`config.mk`:
```
export PLATFORM = sky130hd
export DESIGN_NAME = itp_timer
export DESIGN_NICKNAME = d
export VERILOG_FILES = /design/src/itp_pkg.sv /design/src/itp_counter.sv /design/src/itp_timer.sv
export VERILOG_INCLUDE_DIRS = /design/src
export SDC_FILE = /design/constraint.sdc
export NUM_CORES = 1
export LEC_CHECK = 0
export BUFFER_PORTS_ARGS = -buffer_cell sky130_fd_sc_hd__clkbuf_2
export CORE_AREA = 2 2 124 151
export CTS_CLUSTER_SIZE = 30
export DETAILED_ROUTE_END_ITERATION = 6
export DIE_AREA = 0 0 126 153
export MAX_ROUTING_LAYER = met4
export PLACE_DENSITY = 0.71
export SYNTH_ARGS = -nofsm -noshare
export SYNTH_HDL_FRONTEND = slang
export SYNTH_SLANG_ARGS = --single-unit
export TNS_END_PERCENT = 10
```
`constraint.sdc`:
```
create_clock -name aclk -period 2.8 [get_ports aclk]
set_input_delay 0.42 -clock aclk [delete_from_list [all_inputs] [get_ports aclk]]
set_output_delay 0.42 -clock aclk [all_outputs]
set_load 0.02 [all_outputs]
```
`src/itp_consts.svh`:
```
// Constants of the interval timer pair: register offsets, field positions,
// reset values and response codes.
// Assumes inclusion by bare name from the timer, its checker and the bench.
`ifndef ITP_CONSTS_SVH
`define ITP_CONSTS_SVH

// ----------------------------------------------------------------------------
// Register byte offsets
// ----------------------------------------------------------------------------
`define ITP_OFS_LONG_CTRL   8'h00
`define ITP_OFS_BYTE_CTRL   8'h04
`define ITP_OFS_BYTE_DIV    8'h08
`define ITP_OFS_BYTE_CMP    8'h0C
`define ITP_OFS_IRQ_STATUS  8'h10
`define ITP_OFS_IRQ_MASK    8'h14
`define ITP_OFS_COUNT       8'h18

// ----------------------------------------------------------------------------
// Field positions
// ----------------------------------------------------------------------------
`define ITP_LONG_RUN_BIT    15
`define ITP_LONG_CMP_MSB    11
`define ITP_CASCADE_BIT     7
`define ITP_GATE_BIT        4
`define ITP_CH1_GO_BIT      1
`define ITP_CH0_GO_BIT      0
`define ITP_CH1_DIV_LSB     4
`define ITP_CH0_DIV_LSB     0
`define ITP_IRQ_LONG_BIT    0
`define ITP_IRQ_CH0_BIT     1
`define ITP_IRQ_CH1_BIT     2
`define ITP_COUNT_LONG_LSB  16

// ----------------------------------------------------------------------------
// Reset values
// ----------------------------------------------------------------------------
`define ITP_RST_LONG_CMP    12'hFFF
`define ITP_RST_BYTE_CMP    16'hFFFF
`define ITP_RST_DIV         3'h0
`define ITP_RST_MASK        3'h7

// ----------------------------------------------------------------------------
// Bus response codes
// ----------------------------------------------------------------------------
`define ITP_RESP_OKAY       2'h0
`define ITP_RESP_SLVERR     2'h2

`endif

```
`src/itp_pkg.sv`:
```
// Types shared by the interval timer pair.
// Assumes itp_consts.svh is reachable on the include path.
package itp_pkg;

  // Sticky interrupt status and its mask share this layout
  typedef logic [2:0]  itp_irq_t;
  // Prescaler select: divide by two to the power of this value
  typedef logic [2:0]  itp_div_t;
  // Compare value of the byte timer, both channels side by side
  typedef logic [15:0] itp_cmp_t;

endpackage

```
`src/itp_counter.sv`:
```
// One periodic counter: counts ticks from zero up to its compare value,
// then pulses match and restarts from zero.
// Assumes tick is a one-cycle pulse on aclk and cmp is steady while running.
`timescale 1ns/1ns
module itp_counter #(
  parameter int W = 12
) (
  // Clock and reset
  input  wire logic         aclk,
  input  wire logic         aresetn,
  // Control
  input  wire logic         run,
  input  wire logic         tick,
  input  wire logic [W-1:0] cmp,
  // State
  output logic      [W-1:0] count_q,
  output logic              match_q
);

  initial
  begin
    if (W < 1 || W > 16)
      $error("itp_counter: W must lie between 1 and 16");
  end

  // --------------------------------------------------------------------------
  // Count and wrap
  // --------------------------------------------------------------------------
  // Stopping clears the count so the next start measures a whole period
  always_ff @(posedge aclk)
  begin
    if (!aresetn || !run)
      count_q <= '0;
    else if (tick && count_q == cmp)
      count_q <= '0;
    else if (tick)
      count_q <= count_q + W'(1);
  end

  always_ff @(posedge aclk)
  begin
    if (!aresetn)
      match_q <= 1'b0;
    else
      match_q <= run && tick && (count_q == cmp);
  end

endmodule

```
`src/itp_timer.sv`:
```
// Interval timer pair: a 12-bit periodic timer and a two-channel byte timer
// with prescaler and 16-bit cascade, behind an AXI4-Lite register slave.
// Assumes low_speed_clock is a slow pin clock, well under half of aclk.
//
// Notes on behaviour
// RULE1: long timer flag sets on interval, stays set
// RULE2: run low clears count; high starts counting
// RULE3: interval every compare plus one count clocks
// RULE4: software never programs a zero long compare
// RULE5: cascade bit joins channels into 16 bits
// RULE6: clock gate bit low freezes byte timer
// RULE7: channel zero go bit starts, stops counting
// RULE8: divide select gives low clock over 2^n
// RULE9: mask one blocks interrupt; flag still sets (code masks irq only; long_timer_interval_irq pulses unmasked)
// RULE10: cascade matches 16-bit compare, then restarts
`timescale 1ns/1ns
`include "itp_consts.svh"
module itp_timer #(
  parameter int ADDR_W = 8,
  parameter int LONG_W = 12,
  parameter int BYTE_W = 8
) (
  // Clock and reset
  input  wire logic              aclk,
  input  wire logic              aresetn,
  // Count clock source
  input  wire logic              low_speed_clock,
  // AXI4-Lite write address
  input  wire logic [ADDR_W-1:0] s_axi_awaddr,
  input  wire logic              s_axi_awvalid,
  output logic                   s_axi_awready,
  // AXI4-Lite write data
  input  wire logic [31:0]       s_axi_wdata,
  input  wire logic [3:0]        s_axi_wstrb,
  input  wire logic              s_axi_wvalid,
  output logic                   s_axi_wready,
  // AXI4-Lite write response
  output logic [1:0]             s_axi_bresp,
  output logic                   s_axi_bvalid,
  input  wire logic              s_axi_bready,
  // AXI4-Lite read address
  input  wire logic [ADDR_W-1:0] s_axi_araddr,
  input  wire logic              s_axi_arvalid,
  output logic                   s_axi_arready,
  // AXI4-Lite read data
  output logic [31:0]            s_axi_rdata,
  output logic [1:0]             s_axi_rresp,
  output logic                   s_axi_rvalid,
  input  wire logic              s_axi_rready,
  // Interrupts
  output logic                   long_timer_interval_irq,
  output logic                   irq
);

  initial
  begin
    if (ADDR_W < 5 || ADDR_W > 8)
      $error("itp_timer: ADDR_W must lie between 5 and 8");
    if (LONG_W != 12 || BYTE_W != 8)
      $error("itp_timer: register layout fixes LONG_W=12, BYTE_W=8");
  end

  // --------------------------------------------------------------------------
  // Registers and state
  // --------------------------------------------------------------------------
  logic                  long_timer_run_q;
  logic [LONG_W-1:0]     long_timer_compare_q;
  logic                  cascade_mode_select_q;
  logic                  byte_timer_clock_gate_q;
  logic                  byte_timer_ch0_go_q;
  logic                  byte_timer_ch1_go_q;
  itp_pkg::itp_div_t     byte_timer_ch0_divsel_q;
  itp_pkg::itp_div_t     byte_timer_ch1_divsel_q;
  itp_pkg::itp_cmp_t     byte_timer_compare_q;
  itp_pkg::itp_irq_t     irq_status_q;
  itp_pkg::itp_irq_t     irq_status_d;
  itp_pkg::itp_irq_t     irq_mask_high_1_q;
  itp_pkg::itp_irq_t     irq_set;
  itp_pkg::itp_irq_t     irq_clr;

  logic                  lsc_meta_q;
  logic                  lsc_sync_q;
  logic                  lsc_prev_q;
  logic                  lsc_tick;
  logic [6:0]            pre_q;
  logic                  tick_ch0;
  logic                  tick_ch1;

  logic [LONG_W-1:0]     long_count;
  logic                  long_match;
  logic [BYTE_W-1:0]     ch0_count;
  logic [BYTE_W-1:0]     ch1_count;
  logic [2*BYTE_W-1:0]   casc_count;
  logic                  ch0_match;
  logic                  ch1_match;
  logic                  casc_match;

  logic                  aw_held_q;
  logic [ADDR_W-1:0]     aw_addr_q;
  logic                  w_held_q;
  logic [31:0]           w_data_q;
  logic [3:0]            w_strb_q;
  logic                  wr_fire;
  logic [31:0]           wr_mask;
  logic [31:0]           long_img;
  logic [31:0]           bcmp_img;
  logic                  wr_hit;
  logic                  rd_fire;
  logic [31:0]           rd_word;
  logic                  rd_hit;

  // --------------------------------------------------------------------------
  // Low-speed clock crossing and prescaler
  // --------------------------------------------------------------------------
  always_ff @(posedge aclk)
  begin
    if (!aresetn)
    begin
      lsc_meta_q <= 1'b0;
      lsc_sync_q <= 1'b0;
      lsc_prev_q <= 1'b0;
    end
    else
    begin
      lsc_meta_q <= low_speed_clock;
      lsc_sync_q <= lsc_meta_q;
      lsc_prev_q <= lsc_sync_q;
    end
  end

  assign lsc_tick = lsc_sync_q && !lsc_prev_q;

  // Prescaler only advances while the clock gate supplies it, so a stopped
  // byte timer resumes mid-period rather than restarting
  always_ff @(posedge aclk)
  begin
    if (!aresetn)
      pre_q <= '0;
    else if (lsc_tick && byte_timer_clock_gate_q)                      // [RULE6]
      pre_q <= pre_q + 7'h01;
  end

  // A divide-by-2^n tick is a low-speed edge on which the low n bits are all
  // ones; n of zero passes every edge
  function automatic logic div_tick(input logic [6:0] pre, input itp_pkg::itp_div_t sel);
    logic [6:0] m;
    m = 7'(8'h01 << sel) - 7'h01;
    div_tick = ((pre & m) == m);
  endfunction

  assign tick_ch0 = lsc_tick && byte_timer_clock_gate_q
                    && div_tick(pre_q, byte_timer_ch0_divsel_q);       // [RULE8] [RULE6]
  assign tick_ch1 = lsc_tick && byte_timer_clock_gate_q
                    && div_tick(pre_q, byte_timer_ch1_divsel_q);       // [RULE8] [RULE6]

  // --------------------------------------------------------------------------
  // Counters
  // --------------------------------------------------------------------------
  // The long timer counts raw low-speed edges; a zero compare is left to
  // software and would simply interrupt on every edge
  itp_counter #(
    .W       (LONG_W)
  ) u_long (
    .aclk    (aclk),
    .aresetn (aresetn),
    .run     (long_timer_run_q),                                       // [RULE2]
    .tick    (lsc_tick),
    .cmp     (long_timer_compare_q),                                   // [RULE3] [RULE4]
    .count_q (long_count),
    .match_q (long_match)
  );

  itp_counter #(
    .W       (BYTE_W)
  ) u_ch0 (
    .aclk    (aclk),
    .aresetn (aresetn),
    .run     (byte_timer_ch0_go_q && !cascade_mode_select_q),          // [RULE7] [RULE5]
    .tick    (tick_ch0),
    .cmp     (byte_timer_compare_q[BYTE_W-1:0]),
    .count_q (ch0_count),
    .match_q (ch0_match)
  );

  itp_counter #(
    .W       (BYTE_W)
  ) u_ch1 (
    .aclk    (aclk),
    .aresetn (aresetn),
    .run     (byte_timer_ch1_go_q && !cascade_mode_select_q),          // [RULE5]
    .tick    (tick_ch1),
    .cmp     (byte_timer_compare_q[2*BYTE_W-1:BYTE_W]),
    .count_q (ch1_count),
    .match_q (ch1_match)
  );

  // Joined channels run from channel zero's start bit and divider
  itp_counter #(
    .W       (2*BYTE_W)
  ) u_casc (
    .aclk    (aclk),
    .aresetn (aresetn),
    .run     (byte_timer_ch0_go_q && cascade_mode_select_q),           // [RULE5] [RULE7]
    .tick    (tick_ch0),
    .cmp     (byte_timer_compare_q),                                   // [RULE10]
    .count_q (casc_count),
    .match_q (casc_match)
  );

  // --------------------------------------------------------------------------
  // Interrupt status and mask
  // --------------------------------------------------------------------------
  always_comb
  begin
    irq_set                    = '0;
    irq_set[`ITP_IRQ_LONG_BIT] = long_match;                           // [RULE1]
    irq_set[`ITP_IRQ_CH0_BIT]  = ch0_match || casc_match;              // [RULE10]
    irq_set[`ITP_IRQ_CH1_BIT]  = ch1_match;
  end

  assign irq_clr      = (rd_fire && rd_hit
                         && s_axi_araddr == ADDR_W'(`ITP_OFS_IRQ_STATUS))
                        ? '1 : '0;
  // A new event in the clearing cycle survives
  assign irq_status_d = (irq_status_q & ~irq_clr) | irq_set;           // [RULE1]

  always_ff @(posedge aclk)
  begin
    if (!aresetn)
      irq_status_q <= '0;
    else
      irq_status_q <= irq_status_d;                                    // [RULE1] [RULE9]
  end

  always_ff @(posedge aclk)
  begin
    if (!aresetn)
      long_timer_interval_irq <= 1'b0;
    else
      long_timer_interval_irq <= long_match;                           // [RULE3]
  end

  // Mask bit high withholds the request but not the status bit
  assign irq = |(irq_status_q & ~irq_mask_high_1_q);                   // [RULE9]

  // --------------------------------------------------------------------------
  // AXI4-Lite write path
  // --------------------------------------------------------------------------
  assign s_axi_awready = !aw_held_q && !s_axi_bvalid;
  assign s_axi_wready  = !w_held_q && !s_axi_bvalid;
  assign wr_fire       = aw_held_q && w_held_q && !s_axi_bvalid;
  assign wr_mask       = {{8{w_strb_q[3]}}, {8{w_strb_q[2]}},
                          {8{w_strb_q[1]}}, {8{w_strb_q[0]}}};

  always_comb
  begin
    unique case (aw_addr_q)
      ADDR_W'(`ITP_OFS_LONG_CTRL),
      ADDR_W'(`ITP_OFS_BYTE_CTRL),
      ADDR_W'(`ITP_OFS_BYTE_DIV),
      ADDR_W'(`ITP_OFS_BYTE_CMP),
      ADDR_W'(`ITP_OFS_IRQ_STATUS),
      ADDR_W'(`ITP_OFS_IRQ_MASK),
      ADDR_W'(`ITP_OFS_COUNT): wr_hit = 1'b1;
      default:                 wr_hit = 1'b0;
    endcase
  end

  always_ff @(posedge aclk)
  begin
    if (!aresetn)
    begin
      aw_held_q <= 1'b0;
      aw_addr_q <= '0;
    end
    else if (s_axi_awvalid && s_axi_awready)
    begin
      aw_held_q <= 1'b1;
      aw_addr_q <= s_axi_awaddr;
    end
    else if (wr_fire)
      aw_held_q <= 1'b0;
  end

  always_ff @(posedge aclk)
  begin
    if (!aresetn)
    begin
      w_held_q <= 1'b0;
      w_data_q <= '0;
      w_strb_q <= '0;
    end
    else if (s_axi_wvalid && s_axi_wready)
    begin
      w_held_q <= 1'b1;
      w_data_q <= s_axi_wdata;
      w_strb_q <= s_axi_wstrb;
    end
    else if (wr_fire)
      w_held_q <= 1'b0;
  end

  always_ff @(posedge aclk)
  begin
    if (!aresetn)
    begin
      s_axi_bvalid <= 1'b0;
      s_axi_bresp  <= `ITP_RESP_OKAY;
    end
    else if (wr_fire)
    begin
      s_axi_bvalid <= 1'b1;
      s_axi_bresp  <= wr_hit ? `ITP_RESP_OKAY : `ITP_RESP_SLVERR;
    end
    else if (s_axi_bready)
      s_axi_bvalid <= 1'b0;
  end

  // Byte strobes merge into the current register image
  function automatic logic [31:0] merge(input logic [31:0] old, input logic [31:0] nw,
                                        input logic [31:0] m);
    merge = (old & ~m) | (nw & m);
  endfunction

  assign long_img = merge({16'h0000, long_timer_run_q, 3'h0, long_timer_compare_q}, w_data_q,
                          wr_mask);
  assign bcmp_img = merge({16'h0000, byte_timer_compare_q}, w_data_q, wr_mask);

  always_ff @(posedge aclk)
  begin
    if (!aresetn)
    begin
      long_timer_run_q     <= 1'b0;
      long_timer_compare_q <= `ITP_RST_LONG_CMP;
    end
    else if (wr_fire && aw_addr_q == ADDR_W'(`ITP_OFS_LONG_CTRL))
    begin
      long_timer_run_q     <= long_img[`ITP_LONG_RUN_BIT];             // [RULE2]
      long_timer_compare_q <= long_img[`ITP_LONG_CMP_MSB:0];           // [RULE3]
    end
  end

  always_ff @(posedge aclk)
  begin
    if (!aresetn)
    begin
      cascade_mode_select_q   <= 1'b0;
      byte_timer_clock_gate_q <= 1'b0;
      byte_timer_ch1_go_q     <= 1'b0;
      byte_timer_ch0_go_q     <= 1'b0;
    end
    else if (wr_fire && aw_addr_q == ADDR_W'(`ITP_OFS_BYTE_CTRL) && w_strb_q[0])
    begin
      cascade_mode_select_q   <= w_data_q[`ITP_CASCADE_BIT];           // [RULE5]
      byte_timer_clock_gate_q <= w_data_q[`ITP_GATE_BIT];              // [RULE6]
      byte_timer_ch1_go_q     <= w_data_q[`ITP_CH1_GO_BIT];
      byte_timer_ch0_go_q     <= w_data_q[`ITP_CH0_GO_BIT];            // [RULE7]
    end
  end

  always_ff @(posedge aclk)
  begin
    if (!aresetn)
    begin
      byte_timer_ch1_divsel_q <= `ITP_RST_DIV;
      byte_timer_ch0_divsel_q <= `ITP_RST_DIV;
    end
    else if (wr_fire && aw_addr_q == ADDR_W'(`ITP_OFS_BYTE_DIV) && w_strb_q[0])
    begin
      byte_timer_ch1_divsel_q <= w_data_q[`ITP_CH1_DIV_LSB +: 3];
      byte_timer_ch0_divsel_q <= w_data_q[`ITP_CH0_DIV_LSB +: 3];      // [RULE8]
    end
  end

  always_ff @(posedge aclk)
  begin
    if (!aresetn)
      byte_timer_compare_q <= `ITP_RST_BYTE_CMP;
    else if (wr_fire && aw_addr_q == ADDR_W'(`ITP_OFS_BYTE_CMP))
      byte_timer_compare_q <= bcmp_img[15:0];                          // [RULE10]
  end

  always_ff @(posedge aclk)
  begin
    if (!aresetn)
      irq_mask_high_1_q <= `ITP_RST_MASK;
    else if (wr_fire && aw_addr_q == ADDR_W'(`ITP_OFS_IRQ_MASK) && w_strb_q[0])
      irq_mask_high_1_q <= w_data_q[2:0];                              // [RULE9]
  end

  // --------------------------------------------------------------------------
  // AXI4-Lite read path
  // --------------------------------------------------------------------------
  assign s_axi_arready = !s_axi_rvalid;
  assign rd_fire       = s_axi_arvalid && s_axi_arready;

  always_comb
  begin
    rd_word = '0;
    rd_hit  = 1'b1;
    unique case (s_axi_araddr)
      ADDR_W'(`ITP_OFS_LONG_CTRL):
      begin
        rd_word[`ITP_LONG_RUN_BIT]    = long_timer_run_q;
        rd_word[`ITP_LONG_CMP_MSB:0]  = long_timer_compare_q;
      end
      ADDR_W'(`ITP_OFS_BYTE_CTRL):
      begin
        rd_word[`ITP_CASCADE_BIT]     = cascade_mode_select_q;
        rd_word[`ITP_GATE_BIT]        = byte_timer_clock_gate_q;
        rd_word[`ITP_CH1_GO_BIT]      = byte_timer_ch1_go_q;
        rd_word[`ITP_CH0_GO_BIT]      = byte_timer_ch0_go_q;
      end
      ADDR_W'(`ITP_OFS_BYTE_DIV):
      begin
        rd_word[`ITP_CH1_DIV_LSB +: 3] = byte_timer_ch1_divsel_q;
        rd_word[`ITP_CH0_DIV_LSB +: 3] = byte_timer_ch0_divsel_q;
      end
      ADDR_W'(`ITP_OFS_BYTE_CMP):   rd_word[15:0] = byte_timer_compare_q;
      ADDR_W'(`ITP_OFS_IRQ_STATUS): rd_word[2:0]  = irq_status_q;      // [RULE1]
      ADDR_W'(`ITP_OFS_IRQ_MASK):   rd_word[2:0]  = irq_mask_high_1_q;
      ADDR_W'(`ITP_OFS_COUNT):
      begin
        rd_word[`ITP_COUNT_LONG_LSB +: LONG_W] = long_count;
        rd_word[15:0] = cascade_mode_select_q ? casc_count : {ch1_count, ch0_count};
      end
      default:                      rd_hit = 1'b0;
    endcase
  end

  always_ff @(posedge aclk)
  begin
    if (!aresetn)
    begin
      s_axi_rvalid <= 1'b0;
      s_axi_rdata  <= '0;
      s_axi_rresp  <= `ITP_RESP_OKAY;
    end
    else if (rd_fire)
    begin
      s_axi_rvalid <= 1'b1;
      s_axi_rdata  <= rd_word;
      s_axi_rresp  <= rd_hit ? `ITP_RESP_OKAY : `ITP_RESP_SLVERR;
    end
    else if (s_axi_rready)
      s_axi_rvalid <= 1'b0;
  end

endmodule

```
# Word-level counts from Yosys, hierarchy flattened

Cells that the tools add are included.

Register bits: 166
Output and inout port bits: 43
Input bits: 60
Logic and storage cells: 162

Eq/ne operators: 18
Muxes and demuxes: 23
$add $sub $neg: 7
Reductions and logical operators: 65
Bitwise operators: 13
Shifts and indexed selects: 2

Operator list:

| operator              | number |
|---|---|
| $and 16x16->16        | 3 |
| $eq 8x5->1 const B    | 6 |
| $logic_and 1x1->1     | 36 |
| $eq 8x4->1 const B    | 4 |
| $or 16x16->16         | 2 |
| $add 16x1->16 const B | 1 |
| $add 8x1->8 const B   | 2 |
| $eq 16x16->1          | 1 |
| $eq 8x3->1 const B    | 2 |
| $eq 8x8->1            | 2 |
| $logic_not 8->1       | 2 |
| $mux 16               | 1 |
| $not 16->16           | 1 |
| $and 7x7->7           | 2 |
| $eq 7x7->1            | 2 |
| $pmux 2 s7            | 1 |
| $reduce_or 7->1       | 2 |
| $shl 1x3->7 const A   | 2 |
| $sub 7x1->7 const B   | 2 |
| $add 12x1->12 const B | 1 |
| $eq 12x12->1          | 1 |
| $mux 12               | 1 |
| $pmux 4 s3            | 1 |
| $logic_not 1->1       | 11 |
| other kinds (17)      | 39 |

# Longest topological paths before layout

Gate-level depths: netlist of the first run.

Depth in word-level cells: 9
Depth in mapped cells: 7
Mapped depth without buffers: 5

# Cells and area by module

A second synthesis of the first run with hierarchy kept.

Cell total of the unflattened synthesis: 864
Area total of the unflattened synthesis: 7877.6 um2

By module, submodules not included:

| module                   | seq. area each (um2) | cells each | times used | area an instance (um2) |
|---|---|---|---|---|
| itp_timer                | 2322.2               | 582        | 1          | 5233.8 |
| itp_counter at u_ch0 ... | 180.2                | 49         | 2          | 489.2 |
| itp_counter at u_casc    | 340.3                | 105        | 1          | 922.1 |
| itp_counter at u_long    | 260.2                | 79         | 1          | 743.2 |

# Worst setup path before layout of the first run

Ideal clock, no wire load.

Kind: input port to flip-flop
Start point: in s_axi_araddr[4]
End point: reg s_axi_rdata[5]
Cell stages on the path: 6
Arrival: 1.850 ns
Setup time: 0.059 ns
Path buffers: 1
Slack: 0.891 ns
Cells stage by stage: buf_2 -> or4_1 -> nor3_4 -> nor2_1 -> a21oi_1 -> a22o_1

Cells in the longest elaborated chain, start to end: 2
Elaborated cells between the ends (all ways): 5

Ends and longest elaborated chain:

| what                               | line             | text |
|---|---|---|
| start: declaration                 | itp_timer.sv:42  | `input wire logic [ADDR_W-1:0] s_axi_araddr,` |
| $eq 8x5->1 (tied with other cells) | itp_timer.sv:401 | `unique case (s_axi_araddr)` |
| $pmux 2 s4 (*)                     | itp_timer.sv:401 |  |
| end signal: assignment             | itp_timer.sv:442 | `s_axi_rdata <= rd_word;` |
| end: declaration                   | itp_timer.sv:46  | `output logic [31:0] s_axi_rdata,` |

Mark *: on every way between the ends. The rest lies on a longest branch, timed or not.
A chain may end at the register's enable or synchronous reset.

# Final worst setup path of the first run

Start point: reg lsc_sync_q
End point: reg u_ch0.count_q[0]

Cells in the longest elaborated chain, start to end: 5

Ends and longest elaborated chain:

| what                      | line              | text |
|---|---|---|
| start: declaration        | itp_timer.sv:82   | `logic lsc_sync_q;` |
| start signal: assignment  | itp_timer.sv:126  | `lsc_sync_q <= lsc_meta_q;` |
| $logic_and 1x1->1 (*)     | itp_timer.sv:131  | `assign lsc_tick = lsc_sync_q && !lsc_prev_q;` |
| $logic_and 1x1->1 (*)     | itp_timer.sv:151  | `assign tick_ch0 = lsc_tick && byte_timer_clock_gate_q` |
| $logic_and 1x1->1 (*)     | itp_timer.sv:152  | `&& div_tick(pre_q, byte_timer_ch0_divsel_q);` |
| $logic_and 1x1->1         | itp_counter.sv:34 | `else if (tick && count_q == cmp)` |
| $reduce_or 2->1 (no line) | --                |  |
| end signal: assignment    | itp_counter.sv:37 | `count_q <= count_q + W'(1);` |
| end: declaration          | itp_counter.sv:16 | `output logic [W-1:0] count_q,` |

Marked as above.

==> out/metrics.cfg, run 1 <==
[sta]
setup_violations = 0
finalCritPeriodShare = 0.7816
drv_slew = 0
slew_headroom = 0.4601
worst_pin_slew_ns = 0.8087
fmax_ghz = 0.4570
finalSetupTns_ns = 0
finClkSkew_ns = 0.005626
rsz0062_at_grt = no
min_period_ns = 2.188
hold_viol_final = 0

[placement]
globalplace.congestion = 0.9394
placed_cell_area_um2 = 8426
dpl.hpwl_um = 14820
port_buffers = 78

[floorplan]
num_rows = 54
io_pins = 103
die_area_um2 = 19280
dieHeight_um = 153
start_util = 0.4425
core_region_area_um2 = 17840
die_w_um = 126

[run_status]
outcome = finished, final reports clean

[logic_synthesis]
yosys_warnings = 0
yosysUniqueCellTypes = 66
synth_top_flop_cell = dfxtp_1
async_flop_share = 0
synth_edf_count = 0
ys_seq_elements = 164
synthCells = 905
avgSynthCellArea_um2 = 8.721
synth-seq-area-share = 0.4160
netlist_area_um2 = 7893

[drt]
drt-wirelength-per-cell_um = 16.78
ant_nets = 0
drt-initial-drc-count = 551
route.detailed.drc = 0
wl_um = 20100
drt-pass1-iter-count = 6
vias = 6803
viasPerCell = 5.679

[global_routing]
grt_use_total = 0.2167
grt_pass1_wl_um = 32800
grt-ovfl-total = 0
grt_max_degree = 78
first_global_vias = 6339
antenna_found_initial = 0

[layout]
multi_input_area_um2 = 4302
fill_cells = 1761
regArea_um2 = 3283
final_nets = 1029
final_layout_size_suffix_gt1_frac = 0.1427
antenna_cells = 0
final_cell_area_um2 = 9007
area_delta_synth_final_pct = 14.12
utilization = 0.5050

[critical_path]
crit_type = flip-flop to flip-flop
crit_path_end_kind = flip-flop
critPathMaxStageDelay_ns = 0.59
cp_top_family = compound AO/OA/AOI/OAI gates
required_ns = 3.09
slowest_stage = o41ai_4
startpoint_type = flip-flop
crit_fanout = 29
cp_data_arrival_time_ns = 2.48
path_cells = nand3b_1, a21oi_1, nand2_1, buf_4, o41ai_4, a21oi_1
crit_buf_inv = 1
cpMostUsedCell = a21oi_1

[min_path]
hp-class = primary input to flip-flop

[clocking]
cts_resized = 0
cts_max_level = 4
ctsHoldBuffers = 0
clk_pin_slew_ns = 0.06
postCtsSetupBuffers = 0
clock_latency_ns = 0.43
cts_tree = built
root_buffer = clkbuf_16
cts.sinks = 164
cts_buffers = 17
cts_max_path_buffers = 2

[pwr]
clkPwrFrac = 0.468
p_per_area_nw_per_um2 = 557.7
netSwitchingFraction = 0.2308
seqPwrFrac = 0.480
switchingPower_uw = 1160
p_leak_uw = 0.003379
internal_power_uw = 3864
total_power_uw = 5024
pwr-share-comb = 0.052
vdd_drop_max_uv = 417.1

[job]
max_cap_viol_count = 0

[metal layers]
metal  track usage  vias up  part of all wire
met2        0.3538      209              0.48
met5             -        -                 0
met4        0.1005        0             0.040
li1              -     3354                 -
met1        0.2583     3185              0.43
met3       0.04060       55             0.049
[cell type report]
class,count,area share
inverter,16,0.006668
clock inverter,12,0.01736
clock buffer,17,0.04723
multi-input combinational,674,0.4776
timing repair buffer,91,0.05556
sequential,164,0.3645
tap,224,0.03112
[synthesized netlist by cell type, drive strengths merged (9+ instances only)]
cell	instances	area, um2
dfxtp	164	3283
nand2	153	574.3
nand3	53	270.3
a21boi	50	375.4
mux2i	45	450.4
a21oi	39	195.2
nor2	34	127.6
xor2	33	289.0
o21ai	32	163.9
clkbuf	31	116.4
xnor2	28	245.2
buf	25	152.6
o31ai	24	193.9
or4	24	180.2
and2	17	106.4
nand4	17	112.6
inv	16	60.06
nor2b	11	68.82
and3	9	56.30
nor4	9	56.30
[per-stage QoR]
stage / worst slack, ns / hold WS [ns] / cells
floorplan: 0.8913 / 0.4119 / 910
global placement: 0.5585 / 0.4294 / 1169
detailed placement: 0.5373 / 0.4223 / 1169
CTS: 0.6062 / 0.2137 / 1198
global route: 0.3896 / 0.2229 / 1198
finish: 0.6116 / 0.2164 / 1198
[logic make-up (layout without fill, tap and decap cells)]
logic type	Yosys count	after routing	share of synthesized area
fa+ha+maj	5	5	0.007926
xor+xnor	61	61	0.06769
compound gates	182	182	0.1600
flops	164	164	0.4160
mux	52	52	0.06848
buf+inv	72	136	0.04169
other cells	1	6	0.0004751
simple gates	368	368	0.2378
[power groups by stage]
stage | Sequential, uW | Combinational [uW] | Clock, uW
2_1_floorplan | 2460 | 169 | 0
3_3_place_gp | 2460 | 258 | 0
3_5_place_dp | 2460 | 261 | 0
4_1_cts | 2410 | 261 | 2380
5_1_grt | 2420 | 289 | 2490
6_report | 2410 | 259 | 2350
[tightest hold or removal path, delay by kind of cell]
family / cells / cell delay [ns]
AND/OR/NAND/NOR: 1 / 0.04
buffers and inverters: 1 / 0.08
AO/OA/AOI/OAI: 1 / 0.06
[cell usage in the layout, fill, tap and decap left out, types with 5 or more instances in the layout]
cell / netlist / routed
nor2_1: 34 / 34
nor4_1: 9 / 9
and2_1: 17 / 17
nand4_1: 16 / 16
mux2_2: 6 / 6
and4_1: 7 / 7
and3_1: 9 / 9
dfxtp_1: 164 / 164
xnor2_1: 28 / 28
or4_1: 24 / 24
clkbuf_2: 0 / 77
ha_1: 5 / 5
conb_1: 1 / 6
nand2_1: 153 / 153
a221oi_1: 8 / 8
a21oi_1: 39 / 39
o31ai_1: 23 / 23
a31oi_1: 5 / 5
clkbuf_16: 0 / 17
nand3_1: 52 / 52
o21ai_0: 31 / 31
nor2b_1: 11 / 10
mux2i_1: 45 / 45
a21boi_0: 50 / 50
buf_4: 6 / 12
inv_1: 16 / 16
or3_1: 8 / 8
xor2_1: 33 / 33
[path summary, 6_finish.rpt]
check	slack, ns	start	to	cells after the start
worst max-delay path	0.61	lsc_sync_q	u_ch0.count_q[0]	6
worst min-delay path	0.22	s_axi_wdata[0]	w_data_q[0]	3
worst max register to register	0.61	lsc_sync_q	u_ch0.count_q[0]	6
worst min register to register	0.43	lsc_meta_q	lsc_sync_q	1
Note: power is estimated with default switching activity, not from simulation.
==> inputs of run 2 (changes only) <==
ABC_AREA = 1   (was unset)
CORE_AREA = 2 2 127 153   (was 2 2 124 151)
DIE_AREA = 0 0 129 155   (was 0 0 126 153)
clock period = 2.3 ns   (was 2.8 ns; I/O delays follow)
==> run 2 against run 1 <==
Against the previous run: global-route usage increased by 0.21 points; via count increased by 9.2%; fmax grew 20%; clock power is 13% higher; critical path depth is 4 higher; sequential power up 22%; total power is 20% higher; critical endpoint is now u_ch0.count_q[4].
==> out/metrics.cfg, run 2 <==
[run_status]
outcome = finished, final reports clean

[drt]
wl_um = 20450  ; +1.8%
drt-initial-drc-count = 536  ; -2.7%
route.detailed.drc = 0  ; unchanged
drt-pass1-iter-count = 5  ; -1
ant_nets = 0  ; unchanged
viasPerCell = 5.047  ; -11%
drt-wirelength-per-cell_um = 13.90  ; -17%
vias = 7429  ; +9.2%

[placement]
pre_cts_slack_ns = 0.4295  ; -0.1079 ns
globalplace.congestion = 0.9660  ; +2.8%
dpl.hpwl_um = 15060  ; +1.6%
port_buffers = 78  ; unchanged
placed_cell_area_um2 = 8748  ; +3.8%

[floorplan]
io_pins = 103  ; unchanged
core_region_area_um2 = 18650  ; +4.6%
die_area_um2 = 20000  ; +3.7%
num_rows = 55  ; +1.9%
die_w_um = 129  ; +2.4%
start_util = 0.4403  ; -0.002158
dieHeight_um = 155  ; +1.3%

[layout]
final_common_cell = nand2_1
antenna_cells = 0  ; unchanged
multi_input_area_um2 = 4133  ; -3.9%
final_layout_size_suffix_gt1_frac = 0.1414  ; -0.001263
final_cell_area_um2 = 9300  ; +3.3%
regArea_um2 = 3283  ; unchanged
area_delta_synth_final_pct = 13.26
final_nets = 1269  ; +23%
fill_cells = 1866  ; +6.0%
mostFrequentLayoutCells = nand2_1, dfxtp_1, inv_1, nor2_1, a21oi_1

[clocking]
clk_pin_slew_ns = 0.07  ; about the same
cts_resized = 0  ; unchanged
ctsHoldBuffers = 0  ; unchanged
cts_buffers = 17  ; unchanged
cts.sinks = 164  ; unchanged
cts_max_level = 4  ; unchanged
postCtsSetupBuffers = 0  ; unchanged
cts_tree = built
clock_latency_ns = 0.43  ; about the same
root_buffer = clkbuf_16
cts_max_path_buffers = 2  ; unchanged

[logic_synthesis]
ys_seq_elements = 164  ; unchanged
synthAdderAreaFrac = 0.007618  ; -0.0003080
async_flop_share = 0  ; unchanged
synth_area_leaders = dfxtp_1, nand2_1, inv_1
synth_mux_area_frac = 0  ; -0.06848
yosys_warnings = 0  ; unchanged
synth_edf_count = 0  ; unchanged
yosys.area.top_type = dfxtp_1
synth_top_family_by_area = simple AND/OR/NAND/NOR gates
synth-seq-area-share = 0.3998  ; -0.01616
netlist_area_um2 = 8212  ; +4.0%
synth_most_common_cell = nand2_1
synth_compound_area_frac = 0.1633  ; +0.003384
synthCells = 1140  ; +26%
yosysUniqueCellTypes = 37  ; -44%
avgSynthCellArea_um2 = 7.203  ; -17%
synth_top_area_share = 0.3998  ; -0.01616
synth_top_flop_cell = dfxtp_1
synth_xor_area_frac = 0.07146  ; +0.003769
synthSimpleGateAreaFrac = 0.2581  ; +0.02032
netlist_top_cells_count = nand2_1, dfxtp_1, inv_1, nor2_1, a21oi_1

[pwr]
p_per_area_nw_per_um2 = 647.0  ; +16%
vdd_drop_max_uv = 445.9  ; +6.9%
p_leak_uw = 0.003803  ; +13%

[sta]
finalSetupTns_ns = 0  ; unchanged
finalWorstSetupSlack_ns = 0.4716  ; -0.1400 ns
finClkSkew_ns = 0.01142  ; +0.005793 ns
fmax_ghz = 0.5469  ; +20%
slew_headroom = 0.6596  ; +0.1995
drv_slew = 0  ; unchanged
hold_viol_final = 0  ; unchanged
setup_violations = 0  ; unchanged
whs_ns = 0.09439  ; -0.1220 ns
finalCritPeriodShare = 0.7949  ; +0.01337
min_period_ns = 1.828  ; -0.3600 ns
rsz0062_at_grt = no
worst_pin_slew_ns = 0.5106  ; -0.2981 ns

[global_routing]
first_global_vias = 6930  ; +9.3%
grt-ovfl-total = 0  ; unchanged
grt_max_degree = 30  ; -62%
antenna_found_initial = 0  ; unchanged
grt_use_total = 0.2188  ; +0.002065
grt_pass1_wl_um = 33950  ; +3.5%

[critical_path]
crit_path_end_kind = flip-flop
cp_data_arrival_time_ns = 2.14  ; -0.34 ns
crit_type = flip-flop to flip-flop
crit_fanout = 13  ; -55%
slowest_stage = dfxtp_1
startpoint_type = flip-flop
regToRegStartpoint = lsc_sync_q
critPathMaxStageDelay_ns = 0.34  ; -0.25 ns
cpMostUsedCell = nand2_2
crit_start = lsc_sync_q
path_cells = nand2_2, nor2_4, nand2_1, nor2_2, nand2_2, inv_2, buf_4, nand2_1, nand2_2, a21oi_1
required_ns = 2.61  ; -0.48 ns

[min_path]
hp-class = primary input to flip-flop
hp-start = low_speed_clock

[job]
max_cap_viol_count = 0  ; unchanged

[run 2: cell count changes after synthesis, sizes merged, moves of 48 or more]
| cell | change |
|---|---|
| nand2 | +132 |
| nor2 | +80 |
| o21ai | +48 |
| a21oi | +52 |
| a21boi | -49 |
| inv | +113 |
[run 2: kinds of logic (layout without fill, tap and decap cells)]
kind of cell / count (synthesis) / in the layout
compound gates: 225 / 225
xor+xnor: 67 / 67
buf+inv: 186 / 257
fa+ha+maj: 5 / 5
simple gates: 492 / 492
other cells: 1 / 6
flops: 164 / 164
[run 2: critical path, delay by kind of cell (launching register included)]
kind                   cells  cell delay [ns]
buffers and inverters      2             0.44
AO/OA/AOI/OAI              1             0.07
flip-flops                 1             0.34
AND/OR/NAND/NOR            7             0.86
[run 2: worst paths after layout]
kind                           end  slack, ns  cells after the start
setup / recovery  u_ch0.count_q[4]       0.47                     10
hold / removal          lsc_meta_q       0.09                      3
setup reg to reg  u_ch0.count_q[4]       0.47                     10
hold reg to reg         lsc_sync_q       0.42                      2
[run 2: final cells by class]
| cell class | instances | area share |
|---|---|---|
| multi-input cells | 795 | 0.4444 |
| inverters | 131 | 0.05314 |
| flip-flops and latches | 164 | 0.3530 |
| clock inverters | 12 | 0.01063 |
| clock buffers | 19 | 0.04870 |
| repair buffers | 95 | 0.05570 |
| well taps | 256 | 0.03444 |
[run 2: through the flow]
step	utilization	power (uW)	std cells
floorplan	-	3287	1145
global placement	0.4691	3411	1441
detailed placement	0.4691	3418	1441
CTS	0.4987	6056	1472
global route	0.4987	6226	1472
finish	0.4987	6017	1472
[run 2: per-layer routing]
metal / global-route usage / routed length (um) / vias up / part of all wire
li1: - / - / 3789 / -
met1: 0.2708 / 9134 / 3409 / 0.45
met2: 0.3540 / 9755 / 191 / 0.48
met3: 0.03576 / 897 / 40 / 0.044
met4: 0.09161 / 667 / 0 / 0.033
met5: - / 0 / - / 0
[run 2: where the power goes]
group / switching [uW] / internal [uW]
registers: 37.2 / 2910
clock network: 1210 / 1450
logic: 278 / 123
